File: src/pkg/timer_pkg.sv
package timer_pkg;
   // ==========================================================
   // Register indices; byte address is four times the index
   localparam logic [7:0] IDX_CNT0 = 8'h40;
   localparam logic [7:0] IDX_CNT1 = 8'h41;
   localparam logic [7:0] IDX_CNT2 = 8'h42;
   localparam logic [7:0] IDX_CTL012 = 8'h43;
   localparam logic [7:0] IDX_CNT3 = 8'h44;
   localparam logic [7:0] IDX_CTL3 = 8'h47;
   // ==========================================================
   // Control word fields
   localparam int CW_SC_LO = 6;
   localparam int CW_RW_LO = 4;
   localparam int CW_MODE_LO = 1;
   localparam int CW_BCD = 0;
   localparam int RB_NO_COUNT = 5;
   localparam int RB_NO_STATUS = 4;
   localparam int RB_SEL_LO = 1;
   localparam logic [1:0] SC_READBACK = 2'h3;
   localparam logic [1:0] RW_LATCH = 2'h0;
   localparam logic [1:0] RW_LSB = 2'h1;
   localparam logic [1:0] RW_MSB = 2'h2;
   localparam logic [1:0] RW_BOTH = 2'h3;
   localparam logic [2:0] MODE_TC = 3'h0;
   // ==========================================================
   // Reset values
   localparam logic [15:0] COUNT_RST = 16'h0000;
   localparam logic [7:0] STATUS_RST = 8'h00;
   localparam logic [31:0] RDATA_RST = 32'h0000_0000;
endpackage

File: src/logic/interval_timer_program_readback.sv
`timescale 1ns/1ns
// Summary of operation
// Each timer has one byte count register; LSB, MSB, or LSB then MSB.
// Two control registers: one for timers 0-2, one for timer 3.
// Regular control word picks timer, mode, BCD and byte access order.
// Host writes control word before the initial count, in its format.
// Writing a new count never changes the programmed mode.
// Control write resets timer control logic at once and sets output.
// Host keeps other routines off a timer between two count bytes.
// Unlatched direct reads are only reliable with the timer clock stopped.
// Only timers 2 and 3 have gates; timers 0 and 1 always enabled.
// Latch command decoded from two bits, two more pick the counter.
// Latch freezes count until read or reprogram, then tracks again.
// Latch keeps mode and counting; several counters may be latched.
// Second latch before the first is read is ignored.
// Latched count read in programmed format; other timers may interleave.
// Separate read and write byte pointers per timer.
// Host keeps other routines off a timer between two read bytes.
// Read-back may latch several timers; each unlatches when read.
// Repeated read-back count latches before reading are ignored.
// Read-back status latches mode and output level per timer.
// Host must program every timer after reset before use.
// With both latched, status reads first, then count, then live.
// Status null flag shows count not yet moved into counting element.
// Repeated status latches before reading are ignored.
// Per-direction byte pointers toggle per access; control write clears.
// Control write drops latched status and count.
module interval_timer_program_readback #(
   parameter int ADR_W = 10
) (
   input wire logic mclk_in, // System clock
   input wire logic nrst_in, // Async reset, active low
   input wire logic wb_cyc_in, // Bus cycle
   input wire logic wb_stb_in, // Strobe
   input wire logic wb_we_in, // Write enable
   input wire logic [ADR_W-1:0] wb_adr_in, // Byte address
   input wire logic [3:0] wb_sel_in, // Byte lanes
   input wire logic [31:0] wb_dat_in, // Write data
   output logic [31:0] wb_dat_out, // Read data
   output logic wb_ack_out, // Acknowledge
   input wire logic shared_timer_clock_in, // Shared timer clock pin
   input wire logic gate2_in, // Timer 2 gate pin
   input wire logic gate3_in, // Timer 3 gate pin
   output logic [3:0] timer_output_pin_out // Timer outputs
);
   // ==========================================================
   // Helpers
   function automatic logic [15:0] count_down(input logic [15:0] v, input logic bcd);
      logic [15:0] r;
      logic borrow;
      r = v;
      borrow = 1'b1;
      if (!bcd) begin
         r = v - 16'h0001;
      end else begin
         for (int k = 0; k < 4; k++) begin
            if (borrow) begin
               if (r[k*4 +: 4] == 4'h0) begin
                  r[k*4 +: 4] = 4'h9;
               end else begin
                  r[k*4 +: 4] = r[k*4 +: 4] - 4'h1;
                  borrow = 1'b0;
               end
            end
         end
      end
      return r;
   endfunction

   // ==========================================================
   // State
   logic ack_q;
   logic [31:0] rdata_q;
   logic [3:0][2:0] mode_q;
   logic [3:0] bcd_q;
   logic [3:0][1:0] rw_q;
   logic [3:0] wr_ptr_q;
   logic [3:0] rd_ptr_q;
   logic [3:0][15:0] load_q; // count_load_register
   logic [3:0][15:0] ce_q;
   logic [3:0][15:0] hold_q; // count_hold_latch
   logic [3:0] hold_lat_q;
   logic [3:0][7:0] stat_q;
   logic [3:0] stat_lat_q;
   logic [3:0] pend_q;
   logic [3:0] null_q;
   logic [3:0] out_q;
   logic tclk_s1, tclk_s2, tclk_s3;
   logic [1:0] gate_s1, gate_s2;

   // ==========================================================
   // Decode
   logic req, wr, rd, tick;
   logic [7:0] idx, din, rbyte;
   logic [3:0] cnt_hit, prog, latch_c, latch_s, cw, cr, wr_done, rd_last, gate_v;
   logic [2:0] new_mode;

   assign req = wb_cyc_in && wb_stb_in && !ack_q;
   assign wr = req && wb_we_in && wb_sel_in[0];
   assign rd = req && !wb_we_in;
   assign idx = wb_adr_in[9:2];
   assign din = wb_dat_in[7:0];
   assign new_mode = din[timer_pkg::CW_MODE_LO +: 3];
   assign tick = tclk_s2 && !tclk_s3;
   // Timers 0 and 1 have no gate pin and always count
   assign gate_v = {gate_s2, 2'b11};

   // Command decode for both control registers
   always_comb begin
      logic [1:0] sc;
      sc = din[timer_pkg::CW_SC_LO +: 2];
      cnt_hit = {idx == timer_pkg::IDX_CNT3, idx == timer_pkg::IDX_CNT2,
                 idx == timer_pkg::IDX_CNT1, idx == timer_pkg::IDX_CNT0};
      prog = 4'h0;
      latch_c = 4'h0;
      latch_s = 4'h0;
      if (wr && idx == timer_pkg::IDX_CTL012) begin
         if (sc == timer_pkg::SC_READBACK) begin
            for (int i = 0; i < 3; i++) begin
               latch_c[i] = din[timer_pkg::RB_SEL_LO + i] && !din[timer_pkg::RB_NO_COUNT];
               latch_s[i] = din[timer_pkg::RB_SEL_LO + i] && !din[timer_pkg::RB_NO_STATUS];
            end
         end else if (din[timer_pkg::CW_RW_LO +: 2] == timer_pkg::RW_LATCH) begin
            latch_c[sc] = 1'b1;
         end else begin
            prog[sc] = 1'b1;
         end
      end
      // Timer 3 has its own control word; select field only flags read-back
      if (wr && idx == timer_pkg::IDX_CTL3) begin
         if (sc == timer_pkg::SC_READBACK) begin
            latch_c[3] = din[timer_pkg::RB_SEL_LO] && !din[timer_pkg::RB_NO_COUNT];
            latch_s[3] = din[timer_pkg::RB_SEL_LO] && !din[timer_pkg::RB_NO_STATUS];
         end else if (din[timer_pkg::CW_RW_LO +: 2] == timer_pkg::RW_LATCH) begin
            latch_c[3] = 1'b1;
         end else begin
            prog[3] = 1'b1;
         end
      end
      for (int i = 0; i < 4; i++) begin
         cw[i] = wr && cnt_hit[i];
         cr[i] = rd && cnt_hit[i];
         wr_done[i] = cw[i] && (rw_q[i] != timer_pkg::RW_BOTH || wr_ptr_q[i]);
         rd_last[i] = cr[i] && !stat_lat_q[i] && (rw_q[i] != timer_pkg::RW_BOTH || rd_ptr_q[i]);
      end
   end

   // Read byte: status first, then latched or live count
   always_comb begin
      logic [15:0] val;
      val = timer_pkg::COUNT_RST;
      rbyte = 8'h00;
      for (int i = 0; i < 4; i++) begin
         if (cnt_hit[i]) begin
            val = hold_lat_q[i] ? hold_q[i] : ce_q[i];
            if (stat_lat_q[i]) begin
               rbyte = stat_q[i];
            end else if (rw_q[i] == timer_pkg::RW_MSB) begin
               rbyte = val[15:8];
            end else if (rw_q[i] == timer_pkg::RW_BOTH && rd_ptr_q[i]) begin
               rbyte = val[15:8];
            end else begin
               rbyte = val[7:0];
            end
         end
      end
   end

   // ==========================================================
   // Bus slave: one wait state, unmapped reads return zero
   always_ff @(posedge mclk_in or negedge nrst_in) begin
      if (!nrst_in) begin
         ack_q <= 1'b0;
         rdata_q <= timer_pkg::RDATA_RST;
      end else begin
         ack_q <= req;
         if (rd) begin
            rdata_q <= {24'h00_0000, rbyte};
         end
      end
   end
   assign wb_ack_out = ack_q;
   assign wb_dat_out = rdata_q;

   // Pin synchronisers; first stage feeds only the second
   always_ff @(posedge mclk_in or negedge nrst_in) begin
      if (!nrst_in) begin
         {tclk_s1, tclk_s2, tclk_s3} <= 3'b000;
         gate_s1 <= 2'b00;
         gate_s2 <= 2'b00;
      end else begin
         tclk_s1 <= shared_timer_clock_in;
         tclk_s2 <= tclk_s1;
         tclk_s3 <= tclk_s2;
         gate_s1 <= {gate3_in, gate2_in};
         gate_s2 <= gate_s1;
      end
   end

   // ==========================================================
   // Programmed configuration, touched only by control words
   always_ff @(posedge mclk_in or negedge nrst_in) begin
      if (!nrst_in) begin
         mode_q <= '0;
         bcd_q <= 4'h0;
         rw_q <= '0;
      end else begin
         for (int i = 0; i < 4; i++) begin
            if (prog[i]) begin
               mode_q[i] <= new_mode;
               bcd_q[i] <= din[timer_pkg::CW_BCD];
               rw_q[i] <= din[timer_pkg::CW_RW_LO +: 2];
            end
         end
      end
   end

   // Independent write and read byte pointers
   always_ff @(posedge mclk_in or negedge nrst_in) begin
      if (!nrst_in) begin
         wr_ptr_q <= 4'h0;
         rd_ptr_q <= 4'h0;
      end else begin
         for (int i = 0; i < 4; i++) begin
            if (prog[i]) begin
               wr_ptr_q[i] <= 1'b0;
               rd_ptr_q[i] <= 1'b0;
            end else begin
               if (cw[i] && rw_q[i] == timer_pkg::RW_BOTH) begin
                  wr_ptr_q[i] <= !wr_ptr_q[i];
               end
               if (cr[i] && !stat_lat_q[i] && rw_q[i] == timer_pkg::RW_BOTH) begin
                  rd_ptr_q[i] <= !rd_ptr_q[i];
               end
            end
         end
      end
   end

   // Load register; a single byte clears the other half
   always_ff @(posedge mclk_in or negedge nrst_in) begin
      if (!nrst_in) begin
         load_q <= '0;
      end else begin
         for (int i = 0; i < 4; i++) begin
            if (cw[i]) begin
               case (rw_q[i])
                  timer_pkg::RW_LSB: load_q[i] <= {8'h00, din};
                  timer_pkg::RW_MSB: load_q[i] <= {din, 8'h00};
                  timer_pkg::RW_BOTH: begin
                     if (wr_ptr_q[i]) begin
                        load_q[i][15:8] <= din;
                     end else begin
                        load_q[i][7:0] <= din;
                     end
                  end
                  default: load_q[i] <= load_q[i];
               endcase
            end
         end
      end
   end

   // Count hold latch; first capture wins until read or reprogram
   always_ff @(posedge mclk_in or negedge nrst_in) begin
      if (!nrst_in) begin
         hold_q <= '0;
         hold_lat_q <= 4'h0;
      end else begin
         for (int i = 0; i < 4; i++) begin
            if (prog[i]) begin
               hold_lat_q[i] <= 1'b0;
            end else if (latch_c[i] && !hold_lat_q[i]) begin
               hold_q[i] <= ce_q[i];
               hold_lat_q[i] <= 1'b1;
            end else if (rd_last[i]) begin
               hold_lat_q[i] <= 1'b0;
            end
         end
      end
   end

   // Status latch; read once, then count bytes follow
   always_ff @(posedge mclk_in or negedge nrst_in) begin
      if (!nrst_in) begin
         stat_q <= '0;
         stat_lat_q <= 4'h0;
      end else begin
         for (int i = 0; i < 4; i++) begin
            if (prog[i]) begin
               stat_lat_q[i] <= 1'b0;
            end else if (latch_s[i] && !stat_lat_q[i]) begin
               stat_q[i] <= {out_q[i], null_q[i], rw_q[i], mode_q[i], bcd_q[i]};
               stat_lat_q[i] <= 1'b1;
            end else if (cr[i]) begin
               stat_lat_q[i] <= 1'b0;
            end
         end
      end
   end

   // ==========================================================
   // Counting element; mode is never touched here
   always_ff @(posedge mclk_in or negedge nrst_in) begin
      if (!nrst_in) begin
         ce_q <= '0;
         pend_q <= 4'h0;
         null_q <= 4'h0;
      end else begin
         for (int i = 0; i < 4; i++) begin
            if (tick && pend_q[i]) begin
               ce_q[i] <= load_q[i];
               pend_q[i] <= 1'b0;
               null_q[i] <= 1'b0;
            end else if (tick && gate_v[i]) begin
               ce_q[i] <= count_down(ce_q[i], bcd_q[i]);
            end
            // Reprogram cancels a pending load; a new count wins over transfer
            if (prog[i]) begin
               pend_q[i] <= 1'b0;
               null_q[i] <= 1'b1;
            end else if (wr_done[i]) begin
               pend_q[i] <= 1'b1;
               null_q[i] <= 1'b1;
            end
         end
      end
   end

   // Output pins; control write forces the known level at once
   always_ff @(posedge mclk_in or negedge nrst_in) begin
      if (!nrst_in) begin
         out_q <= 4'h0;
      end else begin
         for (int i = 0; i < 4; i++) begin
            if (prog[i]) begin
               out_q[i] <= (new_mode != timer_pkg::MODE_TC);
            end else if (tick && !pend_q[i] && gate_v[i]) begin
               if (mode_q[i] == timer_pkg::MODE_TC) begin
                  out_q[i] <= out_q[i] || (ce_q[i] == 16'h0001);
               end else begin
                  out_q[i] <= (ce_q[i] != 16'h0002);
               end
            end
         end
      end
   end
   assign timer_output_pin_out = out_q;
endmodule // interval_timer_program_readback

File: config.mk
export PLATFORM = sky130hd
export DESIGN_NAME = interval_timer_program_readback
export DESIGN_NICKNAME = d
export VERILOG_FILES = /design/src/pkg/timer_pkg.sv /design/src/logic/interval_timer_program_readback.sv
export SDC_FILE = /design/constraint.sdc
export NUM_CORES = 1
export LEC_CHECK = 0
export BUFFER_PORTS_ARGS = -buffer_cell sky130_fd_sc_hd__buf_4
export CAP_MARGIN = 20
export CORE_MARGIN = 2
export CORE_UTILIZATION = 30
export CTS_CLUSTER_SIZE = 40
export DETAILED_ROUTE_END_ITERATION = 8
export PLACE_DENSITY = 0.46
export SETUP_SLACK_MARGIN = 0.5
export SYNTH_ARGS = -nofsm -noshare
export SYNTH_HDL_FRONTEND = slang
export SYNTH_SLANG_ARGS = --single-unit
File: constraint.sdc
create_clock -name mclk_in -period 4.51 [get_ports mclk_in]
set_clock_uncertainty 0.2 [all_clocks]
set_input_delay 1.1275 -clock mclk_in [delete_from_list [all_inputs] [get_ports mclk_in]]
set_output_delay 1.1275 -clock mclk_in [all_outputs]
set_load 0.05 [all_outputs]
== Word-level counts from Yosys, hierarchy flattened ==
Index checks and enable logic that the tools add are counted.

* Add/sub/neg operators: 20
* Order comparisons: 2
* Equality and inequality tests: 51
* Muxes and demuxes: 215
* Bitwise gates (word level): 4
* Reductions and logical operators: 186

{| class="wikitable"
|+ Operators by type and width
! kind !! count
|-
| 16-bit 2-to-1 mux || 16
|-
| 8-bit 2-to-1 mux || 24
|-
| 16-bit case mux with 3 select lines || 4
|-
| 1-bit 2-to-1 mux || 134
|-
| 4-bit 2-to-1 mux || 33
|-
| 1-bit logical AND || 67
|-
| 16-bit by 1-bit == test with 1-bit output (second input constant) || 4
|-
| 4-bit logical NOT || 16
|-
| 16-bit by 2-bit != test with 1-bit output (second input constant) || 4
|-
| 16-bit by 1-bit subtractor with 16-bit output (second input constant) || 4
|-
| 4-bit by 1-bit subtractor with 4-bit output (second input constant) || 16
|-
| 3-bit nonzero test || 17
|-
| 8-bit by 7-bit == test with 1-bit output (second input constant) || 6
|-
| 2-bit AND reduction || 20
|-
| 3-bit by 1-bit != test with 1-bit output (second input constant) || 12
|-
| 2-bit nonzero test || 16
|-
| 1-bit logical NOT || 25
|-
| 2-bit != test (second input constant) || 12
|-
| 3-bit AND reduction || 8
|-
| 2-bit == test (second input constant) || 9
|-
| 3-bit logical NOT || 4
|-
| 1-bit logical OR || 12
|-
| 3-bit 2-to-1 mux || 3
|-
| 2-bit by 1-bit == test with 1-bit output (second input constant) || 4
|-
| other kinds (5) || 8
|}

* Bits in registers: 292
* Input bits: 54
* Output and inout bits: 37
* Word-level logic and storage cells: 557

== Longest topological paths before layout ==
Gate-level depths: netlist (run 1).

* Depth in word-level cells: 17
* Depth in mapped cells: 10
* Depth with buffers taken out: 8

== Worst setup path after synthesis (run 1) ==
No wires, ideal clock.

* Path kind: in2reg
* Start point: input wb_adr_in[6]
* End point: register stat_q[16] in the netlist's numbering
* Library setup time: 0.125 ns
* Arrival: 3.613 ns
* Data required time: 4.185 ns
* Path slack: 0.572 ns
* Stages: 9
* Path buffers: 3
* Cells stage by stage: or4b_4 -> or3_1 -> clkbuf_2 -> or3_1 -> buf_6 -> nor3_1 -> and3b_1 -> buf_4 -> mux2_2

* Word-level cells in the longest chain between the ends: 5
* Elaborated cells between the ends (all ways): 7
* Classes of those cells: eq/ne (1); mux (2); bitwise (1); reduce/logical (3)

{| class="wikitable"
|+ RTL lines
! item !! RTL line !! source
|-
| from (decl) || interval_timer_program_readback.sv:36 || <nowiki>input wire logic [ADR_W-1:0] wb_adr_in,</nowiki>
|-
| 8-bit by 7-bit == test with 1-bit output * || interval_timer_program_readback.sv:117 || <nowiki>if (wr && idx == timer_pkg::IDX_CTL012) begin</nowiki>
|-
| 1-bit logical AND * || interval_timer_program_readback.sv:117 ||
|-
| 3-bit 2-to-1 mux or 4-bit 2-to-1 mux (tied branches) || interval_timer_program_readback.sv:117 ||
|-
| 1-bit logical AND or 1-bit NOT (tied branches) || -- ||
|-
| 2-bit AND reduction (no line) * || -- ||
|-
| to (signal, indexed assignment) || interval_timer_program_readback.sv:293 || <nowiki>stat_q[i] <= {out_q[i], null_q[i], rw_q[i], mode_q[i], bcd_q[i]};</nowiki>
|-
| to (decl) || interval_timer_program_readback.sv:83 || <nowiki>logic [3:0][7:0] stat_q;</nowiki>
|}

Mark *: on every way between the ends. The rest lies on a longest branch, timed or not.
A chain may end at the register's enable or synchronous reset.

== Worst setup path after layout (run 1) ==
* Start point: input wb_adr_in[6]
* End point: register stat_q[20] in the netlist's numbering

The elaborated chain is that of the path after synthesis.

==> reports/qor.csv, run 1 <==
metric,value,unit
synth_cells,1451,
cts_resized,0,
initial_core_util,30.5,%
synth_area_leaders,"dfrtp_1 (49%), mux2_2 (7.1%), mux4_2 (4.8%), nand2_1 (4.1%), o21ai_0 (3.9%)",
cp_data_required_time,4.73,ns
reg2reg_from,rw_q[2],
p_comb_share,16.2,%
intPower,5.02,mW
netlist_area,15000,um2
drtIter0Drc,962,
power.share.clock,38.7,%
die_w,228,um
die_y,228,um
seq_area_frac_synth,48.8,%
coreArea,49200,um2
die-area,51800,um2
synth_ff_type,dfrtp_1,
cap_violations,0,
slowest_stage,or4b_4,
met1_usage,25.3,%
crit_start,wb_adr_in[6],
num_rows,81,
cts_buffers,36,
htree_levels,2,
via_count,11301,
wl,43700,um
cts_tree,built,
yosysWarningCount,0,
drive_gt1_share,19.1,%
clockBufferDepth,3,
ys_ff_latch,292,
place_congestion,0.823,
grt_util_all_layers,17.4,%
first_global_vias,11085,
grt_antenna_before_repair,1,
avgSynthCellArea,10.3,um2
grt_first_pass_wirelength,68300,um
firstDrtPassIters,6,
dp_hpwl,29600,um
crit_family,simple AND/OR/NAND/NOR gates,
drc,0,
io_buffers,37,
cpPeakStageDelay,0.57,ns
grt_overflow,0,
ir_worst_vdd,0.223,mV
cts_setup_buffers,0,
hold_violations,0,
hp-class,flip-flop to flip-flop,
post_drt_wl_per_cell,20.2,um
nets,1544,
slew_headroom,31.5,%
leakage,7.74,nW
utilization,34.8,%
cts-root-buf,clkbuf_16,
grt_max_degree,90,
cp_common_cell,or3_1,
finalSetupTns,0,ns
swShare,30.6,%
cts_hold_buffers,0,
arrival,3.81,ns
synth.top_cell.area_share,48.8,%
fillers,4943,
viasPerCell,5.22,
status,"finished, final reports clean",
syn_to_final_growth,14.1,%
power.density,423,nW/um2
async_flop_share,100,%
p_seq_share,45.1,%
use_met2,27.3,%
crit_fanout,9,
cp-start-kind,primary input,
finalCritPeriodShare,79.7,%
clk_pin_slew_worst_paths,0.05,ns
ioPinCount,91,
finalSetupViolations,0,
rsz0062_at_grt,no,
grt-busiest-layer,met2,
synth-edff-count,0,
worst_setup_path_end_kind,flip-flop,
worst-setup-path-type,primary input to flip-flop,
ant_nets,0,
ys_top_cells_by_count,"dfrtp_1 (292), nand2_1 (165), o21ai_0 (116)",
regArea,7310,um2
crit_chain,"buf_4, or4b_4, or3_1, or3_1, nor3_1, and3b_1, mux2_2",
fmax,278,MHz
ys_types,77,
worst_pin_slew,1.02,ns
synth_area_leader_cell,dfrtp_1,
synth_most_common_cell,dfrtp_1,
period_needed,3.60,ns
globalRouteMet3Util,2.41,%
clk_latency,0.54,ns
multi_input_area,7100,um2
path_buf_inv,1,
hp-start,gate_s1[0],
p_sw,2.21,mW
drv_slew,0,
cts.sinks,292,
cells by family after synthesis:
family	after synthesis	share of synthesized area (%)
DFF	292	48.8
muxes	159	14.5
buffers and inverters	149	4.56
adders and majority gates	15	1.25
AOI/OAI and AO/OA	351	14.8
and+or+nand+nor	466	15.1
xor gates and xnor gates	18	1.05
other	1	0.0250
power groups by stage:
stage	clock (mW)	combinational [mW]	sequential, mW
floorplan	0	0.915	3.10
global placement	0	1.16	3.29
detailed placement	0	1.17	3.30
CTS	2.87	1.18	3.25
global route	2.98	1.32	3.31
finish	2.80	1.17	3.26
final timing paths:
path | slack (ns) | cells after the start | end
max | 0.91 | 7 | stat_q[20]
min | 0.15 | 0 | gate_s2[0]
max reg2reg | 1.14 | 7 | wb_dat_out[3]
min reg2reg | 0.15 | 0 | gate_s2[0]
max in group asynchronous | 2.72 | 2 | hold_q[13]
min in group asynchronous | 0.34 | 1 | hold_q[62]
per-stage QoR:
step                      worst slack (ns)  cell area [um2]  power (mW)  std cells  hold WS (ns)
after detailed placement             0.341            15900        4.47       2099         0.141
after global routing                 0.770            17100        7.61       2163         0.157
final                                0.913            17100        7.23       2163         0.147
after floorplan                      0.572            15100        4.01       1474         0.131
after global placement               0.383            15900        4.46       2098         0.137
after CTS                            0.919            17100        7.31       2160         0.153
cells in the final DEF, fill, tap and decap left out, types with 7 or more instances in the layout:
cell       Yosys  final
o21ai_1        7      7
nand2_1      165    165
nand4_1       14     14
nor4_1        23     22
nor2_1       109    109
a22oi_1       25     25
inv_1         36     36
o31ai_1       10     10
and3_1         7      7
mux2_2        95     95
a221o_1       11     11
conb_1         1     24
nand3_1       27     27
nor3_1        34     34
o21ai_0      116    116
a21oi_1       88     88
nor2b_1        9      8
mux4_2        32     32
clkbuf_16      0     37
a22o_1        34     34
dfrtp_1      292    292
o211ai_1       7      7
and2_1        11     11
mux2i_1       21     21
clkinv_2       0      7
xnor2_1       15     15
or3_1         16     16
ha_1          15     15
buf_4         25     69
nand2b_1      15     15
clkbuf_8       0     11
mux2_4        11     11
o22a_1         7      7
layer usage:
layer / share of wire (%) / up-vias / wire length (um)
met5: 0 / - / 0
met4: 1.9 / 0 / 848
met3: 3.7 / 55 / 1630
met2: 46 / 241 / 19900
met1: 49 / 5712 / 21300
li1: - / 5293 / -
worst register-to-register path, cell delays in order, from the launching register on:
cell and delay (ns):
dfrtp_1 0.45, clkinv_1 0.37, o21ai_1 0.62, buf_4 0.27
mux4_2 0.53, nand2_1 0.12, nand4_1 0.29, a221o_1 0.41
registers in the layout (all words and copies together), names as in the netlist:
name	cells
hold_q	64
tclk_s2	1
rw_q	8
bcd_q	4
stat_q	32
rd_ptr_q	4
gate_s2	2
stat_lat_q	4
gate_s1	2
timer_output_pin_out	4
wb_ack_out	1
hold_lat_q	4
tclk_s1	1
tclk_s3	1
pend_q	4
load_q	64
wr_ptr_q	4
mode_q	12
null_q	4
ce_q	64
wb_dat_out	8
final cells by class:
cell class,instances,share of cell area [%]
antenna,1,0.0146
clock buffer,54,6.43
clock inverter,7,0.205
inverter,39,0.856
multi-input combinational,1033,41.5
sequential,292,42.7
tap,664,4.86
timing repair buffer,73,3.42
No activity file was read; power rests on OpenSTA's default activity.
==> run 2: changes to the inputs <==
PLACE_DENSITY = 0.48   (was 0.46)
clock period = 3.2 ns   (was 4.51 ns; I/O delays follow)
==> reports/qor.csv, run 2 (synthesis gave the netlist of run 1 again) <==
metric,value,unit
rsz0062_at_grt,yes,
antenna_cells,0,
rrSetupSlack,0.55,ns
drv_slew,0,
cts_tree,built,
clockBufferDepth,3,
finalCritPeriodShare,93.0,%
crit_fanout,9,
dp_hpwl,30700,um
finalSetupViolations,0,
intPower,7.16,mW
viasPerCell,5.25,
place_ws,-0.518,ns
wl,45500,um
place_congestion,0.847,
cap_violations,0,
reg.largest.list,"ce_q x64, hold_q x64, load_q x64",
die_y,228,um
grt_first_pass_wirelength,69800,um
p_total,10.4,mW
hp-class,flip-flop to flip-flop,
clk_pin_slew_worst_paths,0.06,ns
initial_core_util,30.5,%
cp-start-kind,primary input,
cp_data_required_time,3.42,ns
cts_buffers,35,
num_rows,81,
io_buffers,37,
p_sw,3.21,mW
die_w,228,um
ioPinCount,91,
first_global_vias,11543,
slew_headroom,50.6,%
grt_util_all_layers,17.8,%
status,"finished, final reports clean",
grt_max_degree,93,
leakage,8.26,nW
drtIter0Drc,931,
worst-setup-path-type,primary input to flip-flop,
htree_levels,2,
drc,0,
arrival,3.19,ns
hold_violations,0,
p_comb_share,18.6,%
worst_pin_slew,0.734,ns
syn_to_final_growth,21.4,%
clk_latency,0.54,ns
utilization,37.0,%
cts.sinks,292,
power.share.clock,37.8,%
power.density,570,nW/um2
via_count,11751,
coreArea,49200,um2
drive_gt1_share,26.1,%
layout_commonest_cell,dfrtp_1,
ant_nets,0,
post_drt_wl_per_cell,20.3,um
nets,1622,
layout_common_cells,"dfrtp_1 (289), nand2_1 (154), buf_4 (118)",
ir_worst_vdd,0.274,mV
period_needed,2.98,ns
final.setup.worst_slack,0.225,ns
die-area,51800,um2
firstDrtPassIters,7,
p_seq_share,43.6,%
swShare,31.0,%
grt_antenna_before_repair,0,
cts-root-buf,clkbuf_16,
worst_setup_path_end_kind,flip-flop,
fmax,336,MHz
grt_overflow,0,
## run 2: final cells by class
cell class / count / area (um2)
Clock buffer: 53 / 1050
Clock inverter: 7 / 62.6
Fill cell: 4877 / 31000
Inverter: 39 / 146
Multi-Input combinational cell: 1036 / 7470
Sequential cell: 292 / 7310
Tap cell: 664 / 831
Timing Repair Buffer: 149 / 1330
## run 2: final timing paths
check / startpoint / endpoint / cells after the start
min in group asynchronous: nrst_in / load_q[25] / 2
hold / removal: tclk_s1 / tclk_s2 / 0
setup / recovery: wb_adr_in[6] / stat_q[22] / 9
max in group asynchronous: nrst_in / hold_q[32] / 3
setup reg to reg: rw_q[2] / wb_dat_out[3] / 7
hold reg to reg: tclk_s1 / tclk_s2 / 0
## run 2: metrics by stage
stage,area [um2],hold slack [ns],TNS (ns),std cells
after CTS,17900,0.134,0,2229
after floorplan,15200,0.131,-23.44,1474
after global routing,18200,0.143,0,2240
after global placement,16600,0.135,-45.40,2161
after detailed placement,16600,0.139,-48.70,2161
final,18200,0.150,0,2240
## run 2: metal layers
| layer | part of all wire [%] | global-route usage (%) | wire length (um) |
|---|---|---|---|
| met1 | 48 | 25.5 | 21900 |
| met2 | 45 | 27.4 | 20500 |
| met3 | 4.4 | 2.89 | 2020 |
| met4 | 2.3 | 5.46 | 1050 |
| met5 | 0 | 0 | 0 |
## run 2: power groups by stage
stage	clock network [mW]	logic, mW	registers (mW)
after floorplan	0	1.29	4.37
after global placement	0	1.86	4.57
after detailed placement	0	1.88	4.57
after CTS	4.03	1.90	4.51
after global routing	4.17	2.16	4.58
final	3.92	1.93	4.53
## run 2: critical path, stage by stage
cell and delay (ns):
buf_6 0.09, or4b_4 0.55, or3_4 0.35, or3_4 0.39, buf_4 0.17, nor3_4 0.15
and3b_2 0.24, buf_12 0.13, mux2_2 0.33
## run 2: timing repair
item	4_1_cts	5_1_grt
resized for setup	41	53
endpoints found under the hold margin	35	0
setup buffers	6	8
endpoints found under the setup margin	134	161
hold buffers	1	0
pin swaps	25	24
gates cloned	1	3
==> run 3: changes to the inputs <==
CORE_UTILIZATION = 60   (was 30)
PLACE_DENSITY = 0.8   (was 0.48)
clock period = 3.7 ns   (was 3.2 ns; I/O delays follow)
==> reports/qor.csv, run 3 (synthesis gave the netlist of run 1 again) <==
metric,value,unit
status,"finished, final reports clean",
p_total,8.65,mW
initial_core_util,61.4,%
whs_path_depth,0,
fillers,1788,
ir_worst_vdd,0.358,mV
cp_data_required_time,3.94,ns
stdcell_count,1840,
ant_nets,0,
cap_violations,0,
period_needed,3.14,ns
firstDrtPassIters,6,
clockBufferDepth,3,
grt_first_pass_wirelength,62800,um
drv_slew,0,
crit_fanout,15,
rsz0062_at_grt,no,
power.density,511,nW/um2
worst_pin_slew,1.22,ns
worst_setup_path_end_kind,flip-flop,
syn_to_final_growth,13.0,%
grt_overflow,0,
io_buffers,37,
finalSetupViolations,0,
rrSetupSlack,0.76,ns
cts-root-buf,clkbuf_16,
die-area,26300,um2
cts_setup_buffers,0,
reg2reg_depth,7,
grt_max_degree,98,
layout_commonest_cell,dfrtp_1,
hp-start,gate_s1[0],
clk_pin_slew_worst_paths,0.06,ns
placed_cell_area,15800,um2
crit_chain,"buf_4, or4b_4, or3_1, or3_4, or4_4, mux2_4",
drive_gt1_share,20.7,%
final_area,16900,um2
coreArea,24400,um2
cp-start-kind,primary input,
cpPeakStageDelay,0.66,ns
layout_common_cells,"dfrtp_1 (292), nand2_1 (165), o21ai_0 (111)",
slowest_stage,or4_4,
grt_util_all_layers,30.2,%
multi_input_area,7180,um2
nets,1560,
post_drt_wl_per_cell,21.2,um
reg2reg_from,rw_q[0],
holdPathEnd,gate_s2[0],
die_w,162,um
via_count,11865,
die_y,162,um
arrival,3.38,ns
cts.sinks,292,
place_congestion,0.931,
first_global_vias,11439,
htree_levels,1,
cts_tree,built,
num_rows,57,
hold_violations,0,
grt_antenna_before_repair,0,
wl,39100,um
slew_headroom,18.4,%
drc,0,
viasPerCell,6.45,
dp_hpwl,26400,um
leakage,7.86,nW
drtIter0Drc,1111,
worst-setup-path-type,primary input to flip-flop,
cts_buffers,31,
finalCritPeriodShare,84.8,%
hp-class,flip-flop to flip-flop,
clk_latency,0.57,ns
reg.largest.list,"ce_q x64, hold_q x64, load_q x64",
r2r_end,wb_dat_out[5],
regArea,7310,um2
ioPinCount,91,
place_inst,1782,
antenna_cells,0,
fmax,319,MHz
## run 3: worst max-delay path by stage
stage / startpoint / endpoint / slack [ns]
finish: wb_adr_in[6] / hold_q[14] / 0.56
global route: wb_adr_in[6] / hold_q[0] / 0.53
CTS: wb_adr_in[6] / hold_q[14] / 0.52
detailed placement: wb_adr_in[6] / timer_output_pin_out[1] / -0.13
global placement: wb_adr_in[6] / timer_output_pin_out[1] / -0.06
floorplan: wb_adr_in[6] / hold_q[10] / -0.01
## run 3: through the flow
stage	TNS [ns]	utilization (%)	hold slack [ns]	worst slack, ns
6_report	0	69.4	0.146	0.563
5_1_grt	0	69.4	0.156	0.532
4_1_cts	0	69.4	0.149	0.519
3_5_place_dp	-2.18	64.9	0.135	-0.128
3_3_place_gp	-0.986	64.9	0.136	-0.0585
2_1_floorplan	-0.0950	-	0.131	-0.00950
## run 3: worst max-delay path: cells and delay by family
kind / cells / cell delay, ns
muxes: 1 / 0.35
buffers and inverters: 1 / 0.11
and+or+nand+nor: 4 / 1.99
## run 3: metal layers
layer	up-vias	wire, um	track usage, %
met2	537	18100	47.7
li1	5326	-	-
met1	5912	16800	44.1
met3	90	2900	3.80
met5	-	0	0
met4	0	1170	9.86
## run 3: power breakdown
part	switching (mW)	total, mW	internal [mW]
clock network	1.30	3.25	1.95
registers	0.520	3.97	3.45
logic	0.793	1.43	0.639
total	2.61	8.65	6.04
## run 3: layout make-up
cell class | count | area share [%]
sequential | 292 | 43.1
multi-input combinational | 1033 | 42.4
clock buffer | 39 | 5.17
timing repair buffer | 94 | 4.80
tap | 324 | 2.39
clock inverter | 19 | 1.25
inverter | 39 | 0.864
## run 3: repair_timing
| action | CTS | global route |
|---|---|---|
| endpoints found under the setup margin | 1 | 64 |
| gates resized for setup | 1 | 3 |
| endpoints found under the hold margin | 0 | 0 |
| pin swaps | 0 | 0 |
| hold buffers | 0 | 0 |
